$ cat src/include/cfms_defines.svh
`ifndef CFMS_DEFINES_SVH
`define CFMS_DEFINES_SVH

// Register offsets and control reset value
`define CFMS_ADDR_CTRL 8'h0c
`define CFMS_ADDR_STAT 8'h20
`define CFMS_CTRL_RST 8'h00

// Control field positions
`define CFMS_ADAPTION_SELECT_HI 7
`define CFMS_ADAPTION_SELECT_LO 6
`define CFMS_ERR_SRC_BIT 5
`define CFMS_LUMA_SEL_BIT 4
`define CFMS_ARCH_HI 3
`define CFMS_ARCH_LO 0
`define CFMS_ARCH_D1_BIT 3

// Datapath widths and buffer depth
`define CFMS_DATA_W 10
`define CFMS_ERR_W 8
`define CFMS_FIFO_DEPTH 8

// Architecture codes, composite or YC
`define CFMS_ARCH_3L 4'h0
`define CFMS_ARCH_3L_01 4'h1
`define CFMS_ARCH_3L_12 4'h2
`define CFMS_ARCH_2L_01 4'h3
`define CFMS_ARCH_FLD_2L 4'h4
`define CFMS_ARCH_FLD 4'h5
`define CFMS_ARCH_FRM_2L 4'h6
`define CFMS_ARCH_FRM 4'h7
// Architecture codes, D1
`define CFMS_ARCH_D1_3L 4'h8
`define CFMS_ARCH_D1_3L_01 4'h9
`define CFMS_ARCH_D1_3L_12 4'ha
`define CFMS_ARCH_D1_3L_02 4'hb
`define CFMS_ARCH_D1_FLD_2L 4'hc
`define CFMS_ARCH_D1_FLD_OR_2L 4'hd
`define CFMS_ARCH_D1_FRM_2L 4'he
`define CFMS_ARCH_D1_FRM 4'hf

`endif

$ cat src/include/cfms_pkg.sv
package cfms_pkg;

  typedef enum logic [1:0] {
    CFMS_ADAPTION_SELECT_LINE = 2'h0,
    CFMS_ADAPTION_SELECT_FIELD_FRAME = 2'h1,
    CFMS_ADAPTION_SELECT_THREE_TAP = 2'h2,
    CFMS_ADAPTION_SELECT_PAL_CHROMA = 2'h3
  } cfms_adaption_select_t;

  typedef enum logic [2:0] {
    CFMS_CAND_THREE_LINE = 3'h0,
    CFMS_CAND_PAIR01 = 3'h1,
    CFMS_CAND_PAIR12 = 3'h2,
    CFMS_CAND_PAIR02 = 3'h3,
    CFMS_CAND_TWO_LINE = 3'h4,
    CFMS_CAND_FIELD = 3'h5,
    CFMS_CAND_FRAME = 3'h6
  } cfms_cand_t;

endpackage : cfms_pkg

$ cat src/verilog/cfms_comb_select.sv
// Decided for this implementation: the strobed register port.

`include "cfms_defines.svh"

module cfms_fifo #(
  parameter int WIDTH = 21,
  parameter int DEPTH = `CFMS_FIFO_DEPTH
) (
  // Clock and reset
  input wire logic i_clock,
  input wire logic i_srst,
  // Fill side
  input wire logic i_valid,
  output logic o_ready,
  input wire logic [WIDTH-1:0] i_data,
  // Drain side
  output logic o_valid,
  input wire logic i_ready,
  output logic [WIDTH-1:0] o_data,
  // Fill level
  output logic [$clog2(DEPTH):0] o_level
);
  localparam int AW = $clog2(DEPTH);

  logic [WIDTH-1:0] mem [DEPTH];
  logic [AW-1:0] wr_ptr;
  logic [AW-1:0] rd_ptr;
  logic [AW:0] count;
  logic [AW-1:0] next_wr_ptr;
  logic [AW-1:0] next_rd_ptr;
  logic [AW:0] next_count;
  logic push;
  logic pop;

  assign o_ready = (count != (AW+1)'(DEPTH));
  assign o_valid = (count != '0);
  assign o_data = mem[rd_ptr];
  assign o_level = count;
  assign push = i_valid & o_ready;
  assign pop = o_valid & i_ready;

  // Depth is a power of two, so pointers wrap naturally
  always_comb begin
    next_wr_ptr = wr_ptr;
    next_rd_ptr = rd_ptr;
    next_count = count;
    if (push) begin
      next_wr_ptr = wr_ptr + AW'(1);
    end
    if (pop) begin
      next_rd_ptr = rd_ptr + AW'(1);
    end
    case ({push, pop})
      2'b10: next_count = count + (AW+1)'(1);
      2'b01: next_count = count - (AW+1)'(1);
      default: next_count = count;
    endcase
  end

  always_ff @(posedge i_clock) begin
    if (i_srst) begin
      wr_ptr <= '0;
      rd_ptr <= '0;
      count <= '0;
    end else begin
      wr_ptr <= next_wr_ptr;
      rd_ptr <= next_rd_ptr;
      count <= next_count;
    end
  end

  // Storage needs no reset; empty flag hides stale words
  always_ff @(posedge i_clock) begin
    if (push) begin
      mem[wr_ptr] <= i_data;
    end
  end

endmodule : cfms_fifo

module cfms_comb_select
  import cfms_pkg::*;
(
  // Clock and reset
  input wire logic i_clock,
  input wire logic i_srst,
  // Register port
  input wire logic [7:0] i_reg_addr,
  input wire logic [7:0] i_reg_wdata,
  input wire logic i_reg_wr,
  input wire logic i_reg_rd,
  output logic [7:0] o_reg_rdata,
  // Video standard
  input wire logic i_pal,
  input wire logic i_yc_input,
  // Pixel stream in
  input wire logic i_in_valid,
  output logic o_in_ready,
  input wire logic [`CFMS_DATA_W-1:0] i_video,
  input wire logic [`CFMS_DATA_W-1:0] i_cand_three_line,
  input wire logic [`CFMS_DATA_W-1:0] i_cand_pair01,
  input wire logic [`CFMS_DATA_W-1:0] i_cand_pair12,
  input wire logic [`CFMS_DATA_W-1:0] i_cand_pair02,
  input wire logic [`CFMS_DATA_W-1:0] i_cand_two_line,
  input wire logic [`CFMS_DATA_W-1:0] i_cand_field,
  input wire logic [`CFMS_DATA_W-1:0] i_cand_frame,
  // Comb error signals
  input wire logic [`CFMS_ERR_W-1:0] i_err_lp01,
  input wire logic [`CFMS_ERR_W-1:0] i_err_lp12,
  input wire logic [`CFMS_ERR_W-1:0] i_err_lp02,
  input wire logic [`CFMS_ERR_W-1:0] i_err_hp01,
  input wire logic [`CFMS_ERR_W-1:0] i_err_hp12,
  input wire logic [`CFMS_ERR_W-1:0] i_err_hp02,
  input wire logic [`CFMS_ERR_W-1:0] i_err_field,
  input wire logic [`CFMS_ERR_W-1:0] i_err_frame,
  // Pixel stream out
  output logic o_out_valid,
  input wire logic i_out_ready,
  output logic [`CFMS_DATA_W-1:0] o_comb_out,
  output logic [`CFMS_ERR_W-1:0] o_error_lookup_table,
  output logic [2:0] o_cand
);
  localparam int DW = `CFMS_DATA_W;
  localparam int EW = `CFMS_ERR_W;
  localparam int FW = 3 + EW + DW;
  localparam int LW = $clog2(`CFMS_FIFO_DEPTH) + 1;

  // Saturating error sum; low-pass alone when asked
  function automatic logic [EW-1:0] pair_err(
    input logic [EW-1:0] lp,
    input logic [EW-1:0] hp,
    input logic lp_only
  );
    logic [EW:0] sum;
    sum = {1'b0, lp} + {1'b0, hp};
    if (lp_only) begin
      pair_err = lp;
    end else if (sum[EW]) begin
      pair_err = '1;
    end else begin
      pair_err = sum[EW-1:0];
    end
  endfunction : pair_err

  // Ties go to the first operand
  function automatic logic first_lower(
    input logic [EW-1:0] ea,
    input logic [EW-1:0] eb
  );
    first_lower = (ea <= eb);
  endfunction : first_lower

  logic [7:0] filter_mode_control;
  logic [7:0] next_filter_mode_control;
  logic [7:0] reg_rdata;
  logic [7:0] next_reg_rdata;
  cfms_cand_t last_cand;
  cfms_cand_t next_last_cand;

  cfms_adaption_select_t adaption_select;
  logic yc_error_source;
  logic luma_chroma_select;
  logic [3:0] arch;
  logic yc_luma;
  logic [EW-1:0] err01;
  logic [EW-1:0] err12;
  logic [EW-1:0] err02;
  logic [EW-1:0] lut_err;
  cfms_cand_t cand;
  logic [DW-1:0] chroma;
  logic [DW-1:0] comb_val;

  logic fifo_ready;
  logic fifo_push;
  logic [FW-1:0] fifo_out;
  logic [LW-1:0] fifo_level;

  assign adaption_select = cfms_adaption_select_t'(
    filter_mode_control[`CFMS_ADAPTION_SELECT_HI:`CFMS_ADAPTION_SELECT_LO]);
  assign yc_error_source = filter_mode_control[`CFMS_ERR_SRC_BIT];
  assign luma_chroma_select = filter_mode_control[`CFMS_LUMA_SEL_BIT];
  assign arch = filter_mode_control[`CFMS_ARCH_HI:`CFMS_ARCH_LO];

  // Register file
  always_comb begin
    next_filter_mode_control = filter_mode_control;
    next_reg_rdata = 8'h00;
    if (i_reg_wr && (i_reg_addr == `CFMS_ADDR_CTRL)) begin
      next_filter_mode_control = i_reg_wdata;
    end
    if (i_reg_rd) begin
      case (i_reg_addr)
        `CFMS_ADDR_CTRL: next_reg_rdata = filter_mode_control;
        `CFMS_ADDR_STAT: next_reg_rdata = {1'b0, last_cand, fifo_level};
        default: next_reg_rdata = 8'h00;
      endcase
    end
  end

  always_ff @(posedge i_clock) begin
    if (i_srst) begin
      filter_mode_control <= `CFMS_CTRL_RST;
      reg_rdata <= 8'h00;
    end else begin
      filter_mode_control <= next_filter_mode_control;
      reg_rdata <= next_reg_rdata;
    end
  end

  assign o_reg_rdata = reg_rdata;

  // Lookup table error pairs
  always_comb begin
    yc_luma = i_yc_input & luma_chroma_select;
    err01 = pair_err(i_err_lp01, i_err_hp01, yc_luma & yc_error_source);
    err12 = pair_err(i_err_lp12, i_err_hp12, yc_luma & yc_error_source);
    err02 = pair_err(i_err_lp02, i_err_hp02, yc_luma & yc_error_source);
    if (i_pal) begin
      lut_err = err02;
    end else if (adaption_select == CFMS_ADAPTION_SELECT_THREE_TAP) begin
      lut_err = first_lower(err01, err12) ? err12 : err01;
    end else begin
      lut_err = first_lower(err01, err12) ? err01 : err12;
    end
  end

  // Architecture decode, then adaption override
  always_comb begin
    case (arch)
      `CFMS_ARCH_3L: cand = CFMS_CAND_THREE_LINE;
      `CFMS_ARCH_3L_01: cand = CFMS_CAND_PAIR01;
      `CFMS_ARCH_3L_12: cand = CFMS_CAND_PAIR12;
      `CFMS_ARCH_2L_01: cand = CFMS_CAND_TWO_LINE;
      `CFMS_ARCH_FLD_2L: cand = CFMS_CAND_FIELD;
      `CFMS_ARCH_FLD: cand = CFMS_CAND_FIELD;
      `CFMS_ARCH_FRM_2L: cand = CFMS_CAND_FRAME;
      `CFMS_ARCH_FRM: cand = CFMS_CAND_FRAME;
      `CFMS_ARCH_D1_3L: cand = CFMS_CAND_THREE_LINE;
      `CFMS_ARCH_D1_3L_01: cand = CFMS_CAND_PAIR01;
      `CFMS_ARCH_D1_3L_12: cand = CFMS_CAND_PAIR12;
      `CFMS_ARCH_D1_3L_02: cand = CFMS_CAND_PAIR02;
      `CFMS_ARCH_D1_FLD_2L: cand = CFMS_CAND_FIELD;
      `CFMS_ARCH_D1_FLD_OR_2L: begin
        cand = first_lower(i_err_field, err01) ?
          CFMS_CAND_FIELD : CFMS_CAND_TWO_LINE;
      end
      `CFMS_ARCH_D1_FRM_2L: cand = CFMS_CAND_FRAME;
      `CFMS_ARCH_D1_FRM: cand = CFMS_CAND_FRAME;
      default: cand = CFMS_CAND_THREE_LINE;
    endcase
    // D1 codes bypass adaption: no composite standard to adaption_select on
    if (!arch[`CFMS_ARCH_D1_BIT]) begin
      case (adaption_select)
        CFMS_ADAPTION_SELECT_LINE: begin
          if (!i_pal) begin
            if (first_lower(err02, err01) && first_lower(err02, err12)) begin
              cand = CFMS_CAND_THREE_LINE;
            end else if (first_lower(err01, err12)) begin
              cand = CFMS_CAND_PAIR01;
            end else begin
              cand = CFMS_CAND_PAIR12;
            end
          end
        end
        CFMS_ADAPTION_SELECT_FIELD_FRAME: begin
          if (!i_pal) begin
            cand = first_lower(i_err_field, i_err_frame) ?
              CFMS_CAND_FIELD : CFMS_CAND_FRAME;
          end
        end
        CFMS_ADAPTION_SELECT_THREE_TAP: cand = CFMS_CAND_THREE_LINE;
        CFMS_ADAPTION_SELECT_PAL_CHROMA: begin
          if (i_pal) begin
            cand = first_lower(err01, err12) ?
              CFMS_CAND_PAIR01 : CFMS_CAND_PAIR12;
          end
        end
        default: cand = CFMS_CAND_THREE_LINE;
      endcase
    end
  end

  // Candidates carry chroma; luma is the video less that chroma
  always_comb begin
    case (cand)
      CFMS_CAND_THREE_LINE: chroma = i_cand_three_line;
      CFMS_CAND_PAIR01: chroma = i_cand_pair01;
      CFMS_CAND_PAIR12: chroma = i_cand_pair12;
      CFMS_CAND_PAIR02: chroma = i_cand_pair02;
      CFMS_CAND_TWO_LINE: chroma = i_cand_two_line;
      CFMS_CAND_FIELD: chroma = i_cand_field;
      CFMS_CAND_FRAME: chroma = i_cand_frame;
      default: chroma = i_cand_three_line;
    endcase
    comb_val = luma_chroma_select ? DW'(i_video - chroma) : chroma;
  end

  // Last decision, for software to watch
  assign fifo_push = i_in_valid & fifo_ready;

  always_comb begin
    next_last_cand = last_cand;
    if (fifo_push) begin
      next_last_cand = cand;
    end
  end

  always_ff @(posedge i_clock) begin
    if (i_srst) begin
      last_cand <= CFMS_CAND_THREE_LINE;
    end else begin
      last_cand <= next_last_cand;
    end
  end

  // Buffer absorbs output stalls; a full buffer stalls the input
  cfms_fifo #(
    .WIDTH(FW),
    .DEPTH(`CFMS_FIFO_DEPTH)
  ) u_fifo (
    .i_clock(i_clock),
    .i_srst(i_srst),
    .i_valid(i_in_valid),
    .o_ready(fifo_ready),
    .i_data({cand, lut_err, comb_val}),
    .o_valid(o_out_valid),
    .i_ready(i_out_ready),
    .o_data(fifo_out),
    .o_level(fifo_level)
  );

  assign o_in_ready = fifo_ready;
  assign o_cand = fifo_out[FW-1:EW+DW];
  assign o_error_lookup_table = fifo_out[EW+DW-1:DW];
  assign o_comb_out = fifo_out[DW-1:0];

endmodule : cfms_comb_select
$ cat config.mk
export PLATFORM = sky130hd
export DESIGN_NAME = cfms_comb_select
export DESIGN_NICKNAME = d
export VERILOG_FILES = /design/src/include/cfms_pkg.sv /design/src/verilog/cfms_comb_select.sv
export VERILOG_INCLUDE_DIRS = /design/src /design/src/include
export SDC_FILE = /design/constraint.sdc
export NUM_CORES = 1
export LEC_CHECK = 0
export ABC_AREA = 1
export BUFFER_PORTS_ARGS = -buffer_cell sky130_fd_sc_hd__buf_2
export CAP_MARGIN = 30
export CORE_MARGIN = 5
export CORE_UTILIZATION = 57
export DETAILED_ROUTE_END_ITERATION = 6
export PLACE_DENSITY_LB_ADDON = 0.3
export SLEW_MARGIN = 40
export SYNTH_ARGS = -nofsm -noshare
export SYNTH_HDL_FRONTEND = slang
export SYNTH_SLANG_ARGS = --single-unit
$ cat constraint.sdc
create_clock -name i_clock -period 10.57 [get_ports i_clock]
set_clock_uncertainty 0.1 [all_clocks]
set_input_delay 2.114 -clock i_clock [delete_from_list [all_inputs] [get_ports i_clock]]
set_output_delay 2.114 -clock i_clock [all_outputs]
set_load 0.01 [all_outputs]
==> results of run 1 <==
metrics by stage:
stage	hold WS [ns]	setup slack [ns]	cell area [sq um]	utilization [%]	instances
floorplan	0.312	3.19	11400	-	1296
global route	0.395	1.70	13300	68.0	1756
detailed placement	0.339	2.06	12700	64.6	1724
finish	0.353	2.32	13300	68.0	1756
global placement	0.330	2.23	12600	64.6	1724
CTS	0.352	2.45	13300	67.9	1756
cell usage in the layout (no fill, tap or decap), types with 5 or more instances in the layout:
master,count
a211oi_1,5
a21oi_1,69
a31oi_1,24
buf_2,198
buf_4,14
clkbuf_16,17
dfxtp_1,31
edfxtp_1,168
fa_1,5
ha_1,75
inv_1,109
nand2_1,212
nand3_1,56
nand4_1,29
nor2_1,215
nor3_1,5
o211ai_1,7
o21a_1,7
o21ai_0,126
o21ai_1,8
o22ai_1,31
xnor2_1,6
xor2_1,13
cells by family (layout without fill, tap and decap cells):
family | after synthesis | count (layout) | share of synthesized area, %
adders and majority gates | 80 | 80 | 9.11
xor gates and xnor gates | 19 | 19 | 1.46
buffers and inverters | 164 | 359 | 5.51
AOI/OAI and AO/OA | 288 | 288 | 14.0
DFF | 200 | 200 | 49.9
and+or+nand+nor | 545 | 545 | 20.0
registers in the layout, summed over array words and instances, names as in the netlist, named ones only:
register,flops
o_reg_rdata,8
filter_mode_control,8
u_fifo.rd_ptr,3
u_fifo.o_level,4
last_cand,3
u_fifo.wr_ptr,3
u_fifo.mem,168
area by class of cell:
class                      count  share of cell area [%]
multi-input combinational    932                    38.3
clock buffer                  17                    3.20
tap                          265                    2.49
inverter                     114                    3.21
clock inverter                15                    1.72
sequential                   200                    42.7
timing repair buffer         213                    8.32
layer usage:
metal  track usage (%)  up-vias  share of wire, %
li1                  -     4869                 -
met3              4.73       31               6.7
met5                 0        -                 0
met2              41.1      388                48
met1              34.3     4587                44
met4              5.98        0               1.3
how the worst max path moves through the flow:
stage / from / end / slack, ns / cells past startpoint
after CTS: i_err_lp01[0] / u_fifo.mem[3][9]$_DFFE_PP_ / 2.45 / 39
after detailed placement: i_err_lp01[0] / u_fifo.mem[0][8]$_DFFE_PP_ / 2.06 / 39
after floorplan: i_err_lp01[2] / u_fifo.mem[0][8]$_DFFE_PP_ / 3.19 / 42
final: i_err_lp01[0] / u_fifo.mem[3][9]$_DFFE_PP_ / 2.32 / 39
after global routing: i_err_lp01[0] / u_fifo.mem[2][9]$_DFFE_PP_ / 1.70 / 41
after global placement: i_err_lp01[0] / u_fifo.mem[2][9]$_DFFE_PP_ / 2.23 / 41
worst reg2reg max path, delay by kind of cell, from the launching register on:
family                     cells  cell delay [ns]
AOI/OAI and AO/OA              7             1.46
adders and majority gates      2             0.58
buffers and inverters          4             0.46
DFF                            1             0.65
and+or+nand+nor               25             3.36
where the power goes:
part / internal [mW] / switching [mW]
Clock: 0.387 / 0.306
Sequential: 0.977 / 0.0204
Combinational: 0.338 / 0.665
Total: 1.70 / 0.992
Yosys cell counts, drive strengths merged:
cell / count / share of area [%]
nor2: 220 / 7.3
nand2: 215 / 7.2
edfxtp: 168 / 44
o21ai: 134 / 5.9
inv: 113 / 3.7
ha: 75 / 8.2
a21oi: 70 / 3.2
nand3: 60 / 2.8
clkbuf: 45 / 1.5
dfxtp: 32 / 5.6
o22ai: 31 / 1.7
nand4: 29 / 1.6
a31oi: 24 / 1.3
xor2: 13 / 1.0
or2: 9 / 0.52
o211ai: 7 / 0.46
o21a: 7 / 0.46
nor3: 6 / 0.26
xnor2: 6 / 0.46
a211oi: 5 / 0.33
buf: 5 / 0.27
fa: 5 / 0.88
o21bai: 4 / 0.26
o22a: 3 / 0.23
and3: 2 / 0.11
nor3b: 2 / 0.13
a21boi: 1 / 0.066
and2: 1 / 0.055
clkinv: 1 / 0.033
nor4: 1 / 0.055
o31ai: 1 / 0.066
o32a: 1 / 0.088
==> results.md, run 1 <==
Outcome:
- The flow ran to the end, and the final reports show no timing, DRC or antenna violations.

STA:
- The final period demand of the worst path is approximately 8.2 ns.
- Of the available clock period, the critical path in the final layout requires between 70% and 80%.
- The final-report setup violation count is 0.
- Derived from the worst setup path, the maximum achievable clock frequency is 121 MHz.
- The number of slew-limit violations in the final report was 0.
- Setup repair after global routing left no endpoint under its margin.
- At the pin with the least slew margin, the transition time is a little under 0.8 ns.
- For the final routed database, the setup TNS stands at 0 ns.
- The worst pin sits at a relative slew slack of around 47%.
- The final count of hold timing violations came to 0.

Min path:
- The hold-critical path endpoint is u_fifo.rd_ptr[2]$_SDFFE_PP0P_.
- The path class of the tightest hold or removal check is reg2reg.
- The worst hold path begins at u_fifo.rd_ptr[2]$_SDFFE_PP0P_.
- The hold-critical path depth is 1.

Setup path:
- For this design, the slowest cell found on the critical path is fa_1.
- The cell with the most instances on the worst path is nand2_1.
- Of all nets on the critical path, the largest fanout is 13.
- The worst register-to-register path ends at u_fifo.mem[3][9]$_DFFE_PP_.
- The worst setup path is of the in2reg kind.
- In this design, the stage delay of the slowest critical-path cell is between 0.4 and 0.5 ns.
- The arrival time at the worst endpoint is around 8.3 ns.
- The startpoint type of the worst setup path is an input pin.
- STA classifies the critical path endpoint as a flip-flop.
- For the worst flop-to-flop path, the logic depth is 38.
- The kind of cell adding the most delay to the critical path is simple AND/OR/NAND/NOR gates.
- The critical path required time is between 10 and 15 ns.
- Across all register-to-register paths, the minimum setup slack is between 3 and 4 ns.
- The reg-to-reg startpoint is filter_mode_control[4]$_SDFFE_PP0P_.
- The number of buffer and inverter stages on the critical path is 5.

Floorplan:
- between 150 and 200 I/O pins were placed.
- The row count is a little over 50.
- The die footprint is approximately 23000 sq um.
- The height of the die is around 150 um.
- The initial utilization of the core area, before any placement, comes to about three fifths.
- Measured along the x axis, the die boundary spans about 150 um.
- The core outline area is just under 20000 sq um.

Clocking:
- Clock tree synthesis selected as its root buffer the cell clkbuf_16.
- The clock tree synthesis step divided the H-tree into 4 levels.
- Counting along the longest clock path gives a buffer depth of 2.
- The TritonCTS buffer count is 17.
- After clock tree synthesis, the clock-pin slew on the worst setup and hold paths is around 0.070 ns.
- Post-CTS repair changed the size of 0 cells.
- The post-CTS setup repair buffer count is 0.
- At the later pin of the worst-skew pair, clock insertion delay measures about 0.43 ns.
- Clock tree synthesis found a total of 200 sinks.
- Hold repair after CTS inserted 0 buffers.
- The clock tree from TritonCTS is built.

Global routing:
- The first global-routing pass estimated 45200 um of wire.
- The overall fraction of global-route tracks in use is around 25%.
- The initial antenna violation count came to 0.
- The number of global-route vias before repair is approximately 9400.
- Entering global routing, the biggest net connects 86 pins.
- The final global-route overflow total is 0.

Flow run:
- The count of max-cap constraint violations is 0.

Detailed routing:
- The count of nets left with antenna violations after detail routing is 0.
- The detailed-route wire length per cell is 16.3 um.
- Across all layers, the routed design uses between 9000 and 10000 vias.
- Before antenna repair, the detailed router went through 5 iterations.
- After detailed routing, the number of vias per cell comes to roughly 5.6.
- The initial detailed-routing violation count is 728.
- The detailed-route wire length is 28600 um.
- The post-detailed-route DRC marker count is 0.

Power:
- The peak supply drop is roughly 0.17 mV.
- Dividing total power by cell area gives a power density of about 200 nW/um^2.
- The analysis attributes to cell leakage a power of around 5.7 nW.
- The total power of the final layout is roughly 2.7 mW.

Placed design:
- Once detailed placement completed, the half-perimeter wirelength came to between 15000 and 20000 um.
- The final weighted congestion in routability-driven placement is about 0.92.
- The count of input and output buffers is approximately 200.

Finish:
- The repair_antennas step left the layout with diodes totalling 0.
- Summing all multi-input logic gate instances after layout gives slightly above 5000 sq um.
- The growth of design area from synthesis to finish is 16.7%.
- The combined flip-flop and latch cell area is between 5000 and 6000 sq um.
- The final-stage net count is ~1700.
- Cells with a size suffix above 1 make up between 10% and 20% of the layout.
- The total of fill cells in the finished design is between 1500 and 2000.

Logic synthesis:
- The per-instance average area after synthesis is 8.80 sq um.
- The number of distinct library cells after synthesis is between 40 and 50.
- Sequential cells were found to cover between 40% and 50% of the synthesized design area.
- Yosys printed 0 warnings.
- After synthesis the netlist holds a flip-flop and latch count of 200.
- The synthesized netlist occupies a cell area of between 10000 and 15000 sq um.
- The instance count of the mapped netlist is approximately 1300.
- The synthesized netlist net count is approximately 1500.
Note: power is estimated with default switching activity, not from simulation.
==> inputs of run 2 (changes only) <==
--- a/config.mk
+++ b/config.mk
@@ -10,7 +10,7 @@
 export BUFFER_PORTS_ARGS = -buffer_cell sky130_fd_sc_hd__buf_2
 export CAP_MARGIN = 30
 export CORE_MARGIN = 5
-export CORE_UTILIZATION = 57
+export CORE_UTILIZATION = 51
 export DETAILED_ROUTE_END_ITERATION = 6
 export PLACE_DENSITY_LB_ADDON = 0.3
 export SLEW_MARGIN = 40
==> constraint.sdc (replaced) <==
create_clock -name i_clock -period 6.66 [get_ports i_clock]
set_clock_uncertainty 0.1 [all_clocks]
set_input_delay 1.332 -clock i_clock [delete_from_list [all_inputs] [get_ports i_clock]]
set_output_delay 1.332 -clock i_clock [all_outputs]
set_load 0.01 [all_outputs]
==> run 2 against run 1 <==
Sequential power increased by 58%. Clock power increased by 57%. Flip-flop and latch count unchanged. Die area increased by 11%. Largest cell class unchanged. Highest routed layer unchanged.
==> results.md, run 2 (synthesized netlist as in run 1, its figures left out) <==
Clocking:
- TritonCTS built the clock tree.
- The clock tree synthesis step divided the H-tree into 4 levels.
- Buffers inserted to repair hold after CTS numbered 0.
- The clock net in this run drives a total of 200 sinks.
- After clock tree synthesis, the clock-pin slew on the worst setup and hold paths is 0.07 ns.
- The later pin in the worst-skew pair is clocked with a latency of between 0.4 and 0.5 ns.
- The TritonCTS buffer count is 17.
- The tree is rooted in a clkbuf_16.
- The maximum count of clock buffers along a single path is 2.

STA:
- The final-report setup violation count is 0.
- Setup repair after global routing could not meet its margin everywhere.
- The worst pin sits at a relative slew slack of 49.6%.
- Adding up every negative setup slack in the final design gives 0 ns.
- The worst path uses between 90% and 100% of the clock period.
- Timing would allow up to 155 MHz.
- For the pin with the worst max-slew slack, the measured transition is about 0.76 ns.
- The setup slack of the critical path after layout is around 0.22 ns.
- The final count of hold timing violations is 0.
- For the finished layout, the period the worst path requires is approximately 6.4 ns.
- The number of slew-limit violations in the final report is 0.

Detailed routing:
- Detailed routing placed a total of 2040 um of wire on met3.
- Once detail routing completed, the nets flagged for antenna violations numbered 0.
- The number of vias per cell after detailed routing is 5.51.
- The routed length on met1 is 13000 um.
- In the final routed layout, each cell accounts on average for ~17 um.
- In the routed design, unresolved DRC markers number 0.
- The detailed-route wire length is 31600 um.
- In the detailed route, the total length drawn on met2 is between 15000 and 20000 um.
- The first detailed-routing pass ran for 5 iterations.
- The initial detailed-routing violation count is between 800 and 900.
- The number of vias in the routed layout is roughly 11000.
- The uppermost layer routed is met4.

Min path:
- The beginning of the worst hold path is u_fifo.rd_ptr[2]$_SDFFE_PP0P_.
- Counting instances, the worst hold path has a depth of 1.
- The hold-critical path endpoint is u_fifo.rd_ptr[2]$_SDFFE_PP0P_.
- The worst hold path belongs to the class reg2reg.

Placed design:
- Counting tap cells, the placed design contains a total of roughly 1900 instances.
- During placement, the flow inserted port buffers numbering just under 200.
- Summed over all nets, the half-perimeter wirelength after detailed placement is ~22000 um.
- The final weighted congestion in routability-driven placement is approximately 0.9.
- Timing analysis after detailed placement gives a worst setup slack of -0.445 ns.

Floorplan:
- ~200 I/O pins were placed.
- The die footprint is 25400 sq um.
- For this configuration, the core starts out at a cell density of between 50 and 60%.
- After floorplanning, the core was sized to cover roughly 22000 sq um.
- The die is roughly 160 um wide.
- The row count is 54.
- The height of the die is between 150 and 200 um.

Global routing:
- The number of global-route vias before repair is 10020.
- Global routing used between 20% and 30% of the available tracks across all layers.
- The initial antenna violation count was 0.
- The global-route wire length before repair is between 40000 and 50000 um.
- The final global-route overflow total is 0.
- The largest net degree at the start of global routing is 85.

Setup path:
- The critical path required time is 6.73 ns.
- The reg-to-reg startpoint is filter_mode_control[5]$_SDFFE_PP0P_.
- The endpoint identified for the worst register-to-register timing path is u_fifo.mem[0][9]$_DFFE_PP_.
- The startpoint-to-endpoint class of the critical path is in2reg.
- In this run the worst path has a maximum fanout of 8.
- The worst setup path is captured at a flip-flop.
- The length in cells of the worst reg-to-reg path is 40.
- The arrival time at the worst endpoint is about 6.5 ns.
- The delay of the slowest cell on the worst path is 0.34 ns.
- The cell that appears most often on the critical path is nand2_1.
- The cell with the biggest individual delay on the critical path is o32a_1.
- The worst setup path is launched from an input pin.
- In this run the register-to-register setup slack is 1.32 ns.

Finish:
- The library cells used most frequently in the layout, excluding fill and tap cells, are nor2_1 (198), buf_2 (192), nand2_1 (191).
- The number of antenna diodes in the final layout is 0.
- Of the cells placed in the final design, the portion with a size suffix greater than 1 is 31.8%.
- The final cell count without fillers is around 1900.
- The growth of design area from synthesis to finish is 31.6%.
- The register with the most flip-flops in the final layout is u_fifo.mem.
- The library cell used most frequently in the layout, excluding fill and tap cells, is nor2_1.
- At the end of the flow, the number of nets in the layout was ~1900.
- The flip-flop count of the largest register, all copies and words added is ~170.

Power:
- In this run the power density over the cells is between 300 and 400 nW/um^2.
- The analysis attributes to cell leakage a power of around 6.5 nW.
- The peak supply drop is between 0.3 and 0.4 mV.

Flow run:
- The tool flagged a number of max-cap violations equal to 0.

Outcome:
- The flow ran to the end, and the final reports show no timing, DRC or antenna violations.
run 2: changes by cell type in the layout (fill, tap and decap cells not counted), sizes merged:
cell | previous run | this run
buf | 213 | 356
bufinv | 3 | 2
clkbuf | 17 | 18
clkinv | 6 | 5
inv | 119 | 121
run 2: how the worst max path moves through the flow:
stage / to / start / slack, ns
4_1_cts: u_fifo.mem[5][9]$_DFFE_PP_ / i_err_lp01[2] / 0.006
3_3_place_gp: u_fifo.mem[0][9]$_DFFE_PP_ / i_err_lp01[2] / -0.26
2_1_floorplan: u_fifo.mem[0][8]$_DFFE_PP_ / i_err_lp01[2] / 0.06
6_report: u_fifo.mem[0][9]$_DFFE_PP_ / i_err_lp02[2] / 0.22
5_1_grt: u_fifo.mem[7][8]$_DFFE_PP_ / i_err_lp02[2] / -0.21
3_5_place_dp: u_fifo.mem[7][9]$_DFFE_PP_ / i_err_lp01[2] / -0.45
run 2: layout make-up:
type	count	area, sq um
sequential	200	5690
fill	1689	6880
clock inverter	15	218
multi-input combinational	932	5640
timing repair buffer	357	2270
inverter	114	428
tap	280	350
clock buffer	17	425
run 2: per-layer routing:
metal,track usage (%),vias up
li1,-,5147
met1,30.5,4970
met2,39.5,391
met3,4.14,38
met4,4.81,0
met5,0,-
run 2: report_power, final:
part	internal, mW	switching (mW)
Clock	0.585	0.502
Sequential	1.55	0.0343
Combinational	0.824	1.20
Total	2.96	1.73
run 2: what timing repair did:
item	in CTS	in global routing
endpoints found under the setup margin	0	48
resized for setup	0	150
buffers inserted	0	18
run 2: worst max-delay path: cells and delay by family:
family	cells	cell delay, ns
and+or+nand+nor	23	1.89
AOI/OAI and AO/OA	11	1.89
buffers and inverters	6	0.59
adders and majority gates	3	0.80
run 2: metrics by stage:
stage	instance area [sq um]	total power, mW	util [%]	hold WS (ns)
3_5_place_dp	13600	3.40	62.3	0.339
3_3_place_gp	13600	3.35	62.3	0.329
6_report	15000	4.69	68.6	0.366
2_1_floorplan	11400	2.70	-	0.312
5_1_grt	15000	4.98	68.6	0.386
4_1_cts	14300	4.48	65.2	0.354
==> inputs of run 3 (changes only) <==
--- a/config.mk
+++ b/config.mk
@@ -13,6 +13,7 @@
 export CORE_UTILIZATION = 51
 export DETAILED_ROUTE_END_ITERATION = 6
 export PLACE_DENSITY_LB_ADDON = 0.3
+export REMOVE_ABC_BUFFERS = 1
 export SLEW_MARGIN = 40
 export SYNTH_ARGS = -nofsm -noshare
 export SYNTH_HDL_FRONTEND = slang
==> run 3 against run 2 <==
Critical path depth is 1 lower. Combinational power hardly changed. Via count hardly changed. Non-clock buffer count is 7 higher. Global-route usage is 0.16 points lower. Critical endpoint is now u_fifo.mem[3][9]$_DFFE_PP_.
==> results.md, run 3 (synthesized netlist as in run 1, its figures left out) <==
Detailed routing:
- For this run, the detailed router's first-pass iteration total came to 7.
- The number of vias in the routed layout is roughly 11000.
- Wires add up to 31800 um.
- The number of vias per cell after detailed routing is 5.49.
- The count of nets left with antenna violations after detail routing is 0.
- In this run, the number of DRC markers left after iteration 0 of detailed routing was between 900 and 1000.
- The post-detailed-route DRC marker count is 0.
- The detailed-route wire length per cell is around 17 um.

Setup path:
- The worst setup path is launched from an input pin.
- The arrival time at the worst endpoint is approximately 6.6 ns.
- The maximum net fanout on the critical path is 8.
- Among cell families on the critical path, the largest total delay comes from compound AO/OA/AOI/OAI gates.
- STA classifies the critical path endpoint as a flip-flop.
- Among all stages on the critical path, the largest delay is contributed by o32a_1.
- Counting both buffers and inverters, the worst setup path holds a total of 6.
- The delay of the slowest cell on the worst path is between 0.3 and 0.4 ns.
- The cell with the most instances on the worst path is nand2_1.
- The setup path with the least slack is of type in2reg.
- At the worst endpoint, the required time is 6.74 ns.

Global routing:
- For this run, the total global-route usage over all layers was measured as a little under a quarter.
- Summed over all layers, the global routing overflow is 0.
- Entering global routing, the biggest net connects 86 pins.
- The number of global-route vias before repair is between 9000 and 10000.
- The first global-routing pass estimated 47700 um of wire.
- The initial antenna violation count came to 0.

Finish:
- Leaving out fill and tap cells, the most frequent cells in the layout are nor2_1 (202), nand2_1 (194), buf_2 (194).
- The leading cell type in the layout, fill and taps excluded is nor2_1.
- The filler cells instantiated in the layout total 1659.
- The register with the most flip-flops in the layout has 168 of them.
- Compared with the post-synthesis result, the final layout area differs by 31.4%.
- Counting flops per register, the top entry is u_fifo.mem.
- Cells with a size suffix above 1 make up 31.5% of the layout.
- At the end of the flow, the number of nets in the layout was 1877.
- The number of antenna diodes in the final layout is 0.
- The final cell count without fillers is 1922.

Floorplan:
- The initial utilization of the core area, before any placement, comes to between 50% and 60%.
- The die covers between 20000 and 30000 sq um.
- The boundary pin count is around 200.
- The height of the die is 160 um.
- In this run the standard cell core region covers roughly 22000 sq um.
- The initialized floorplan defines 54 standard-cell rows.
- The floorplan step set the die width to roughly 160 um.

Placed design:
- Port buffering added around 200 buffers.
- Counting tap cells, the placed design contains a total of approximately 1900 instances.
- The final weighted congestion in routability-driven placement is approximately 0.95.
- Once detailed placement completed, the half-perimeter wirelength came to about 22000 um.

Outcome:
- The run finished with clean final reports.

STA:
- The summed negative setup slack over all endpoints is 0 ns.
- The clock period could shrink to around 6.5 ns.
- The final worst hold slack is about 0.35 ns.
- The number of slew-limit violations in the final report is 0.
- The achievable clock frequency is 153 MHz.
- The final count of hold timing violations is 0.
- Setup repair after global routing could not meet its margin everywhere.
- Setup violations remaining at the end of the flow were counted as 0.
- Headroom to the max-slew limit came out at 48.0%.
- The part of the cycle the worst path needs is just under 100%.
- The slew at the pin closest to its max-slew limit is between 0.7 and 0.8 ns.

Clocking:
- The maximum count of clock buffers along a single path is 2.
- The TritonCTS buffer count is 17.
- Counting every sink on the clock net gives 200.
- The cell sitting at the root of the clock tree is a clkbuf_16.
- The clock tree synthesis step divided the H-tree into 4 levels.
- At the later pin of the worst-skew pair, clock insertion delay measures about 0.43 ns.
- The clock tree from TritonCTS is built.
- After clock tree synthesis, the clock-pin slew on the worst setup and hold paths is approximately 0.07 ns.

Power:
- Power spread over the standard cell area amounts to roughly 310 nW/um^2.
- In this run the static leakage power is between 6 and 7 nW.
- VDD sags by at most around 0.19 mV.

Min path:
- The worst hold path class is reg2reg.

Flow run:
- The count of max-cap constraint violations is 0.
run 3: cell types whose count changed in the layout (fill, tap and decap cells not counted), moves of 3 or more:
cell,before,now
o22ai_1,26,29
nand2_1,191,194
buf_6,13,7
nor2_4,5,2
o22ai_2,5,2
nor2_1,198,202
buf_4,149,159
nand2_2,19,16
run 3: repair_timing:
action / 4_1_cts / 5_1_grt
pin swaps: 1 / 76
gates cloned: 0 / 1
setup endpoints to repair: 8 / 48
resized for setup: 1 / 131
hold buffers: 0 / 0
setup buffers: 1 / 15
run 3: routing by layer:
layer	track usage [%]	share of wire (%)	up-vias
li1	-	-	5167
met1	29.9	40	4900
met2	39.7	52	432
met3	3.26	6.6	53
met5	0	0	-
met4	6.01	1.6	0
run 3: final cells by class:
type	instances	area [sq um]	share of cell area [%]
sequential	200	5690	38.0
clock buffer	17	425	2.84
timing repair buffer	364	2330	15.5
clock inverter	15	181	1.21
inverter	114	428	2.86
tap	280	350	2.34
multi-input combinational	932	5580	37.2
run 3: per-stage QoR:
stage	util, %	instance area (sq um)	total power, mW	worst slack, ns
after floorplan	-	11200	2.66	-0.0763
after global placement	62.5	13700	3.37	-0.311
after detailed placement	62.5	13700	3.42	-0.499
after CTS	65.3	14300	4.44	0.0194
after global routing	68.4	15000	4.92	-0.208
final	68.4	15000	4.63	0.121
run 3: report_power, final:
part	total [mW]	switching, mW	internal (mW)
clock network	1.02	0.485	0.538
registers	1.60	0.0494	1.55
logic	2.00	1.17	0.837
total	4.63	1.70	2.93
run 3: path summary, 6_finish.rpt:
check / startpoint / end / slack [ns] / cells after the start
setup reg to reg: filter_mode_control[4]$_SDFFE_PP0P_ / u_fifo.mem[3][9]$_DFFE_PP_ / 1.01 / 39
hold reg to reg: u_fifo.rd_ptr[2]$_SDFFE_PP0P_ / u_fifo.rd_ptr[2]$_SDFFE_PP0P_ / 0.35 / 1
setup / recovery: i_err_hp02[2] / u_fifo.mem[3][9]$_DFFE_PP_ / 0.12 / 42
hold / removal: u_fifo.rd_ptr[2]$_SDFFE_PP0P_ / u_fifo.rd_ptr[2]$_SDFFE_PP0P_ / 0.35 / 1
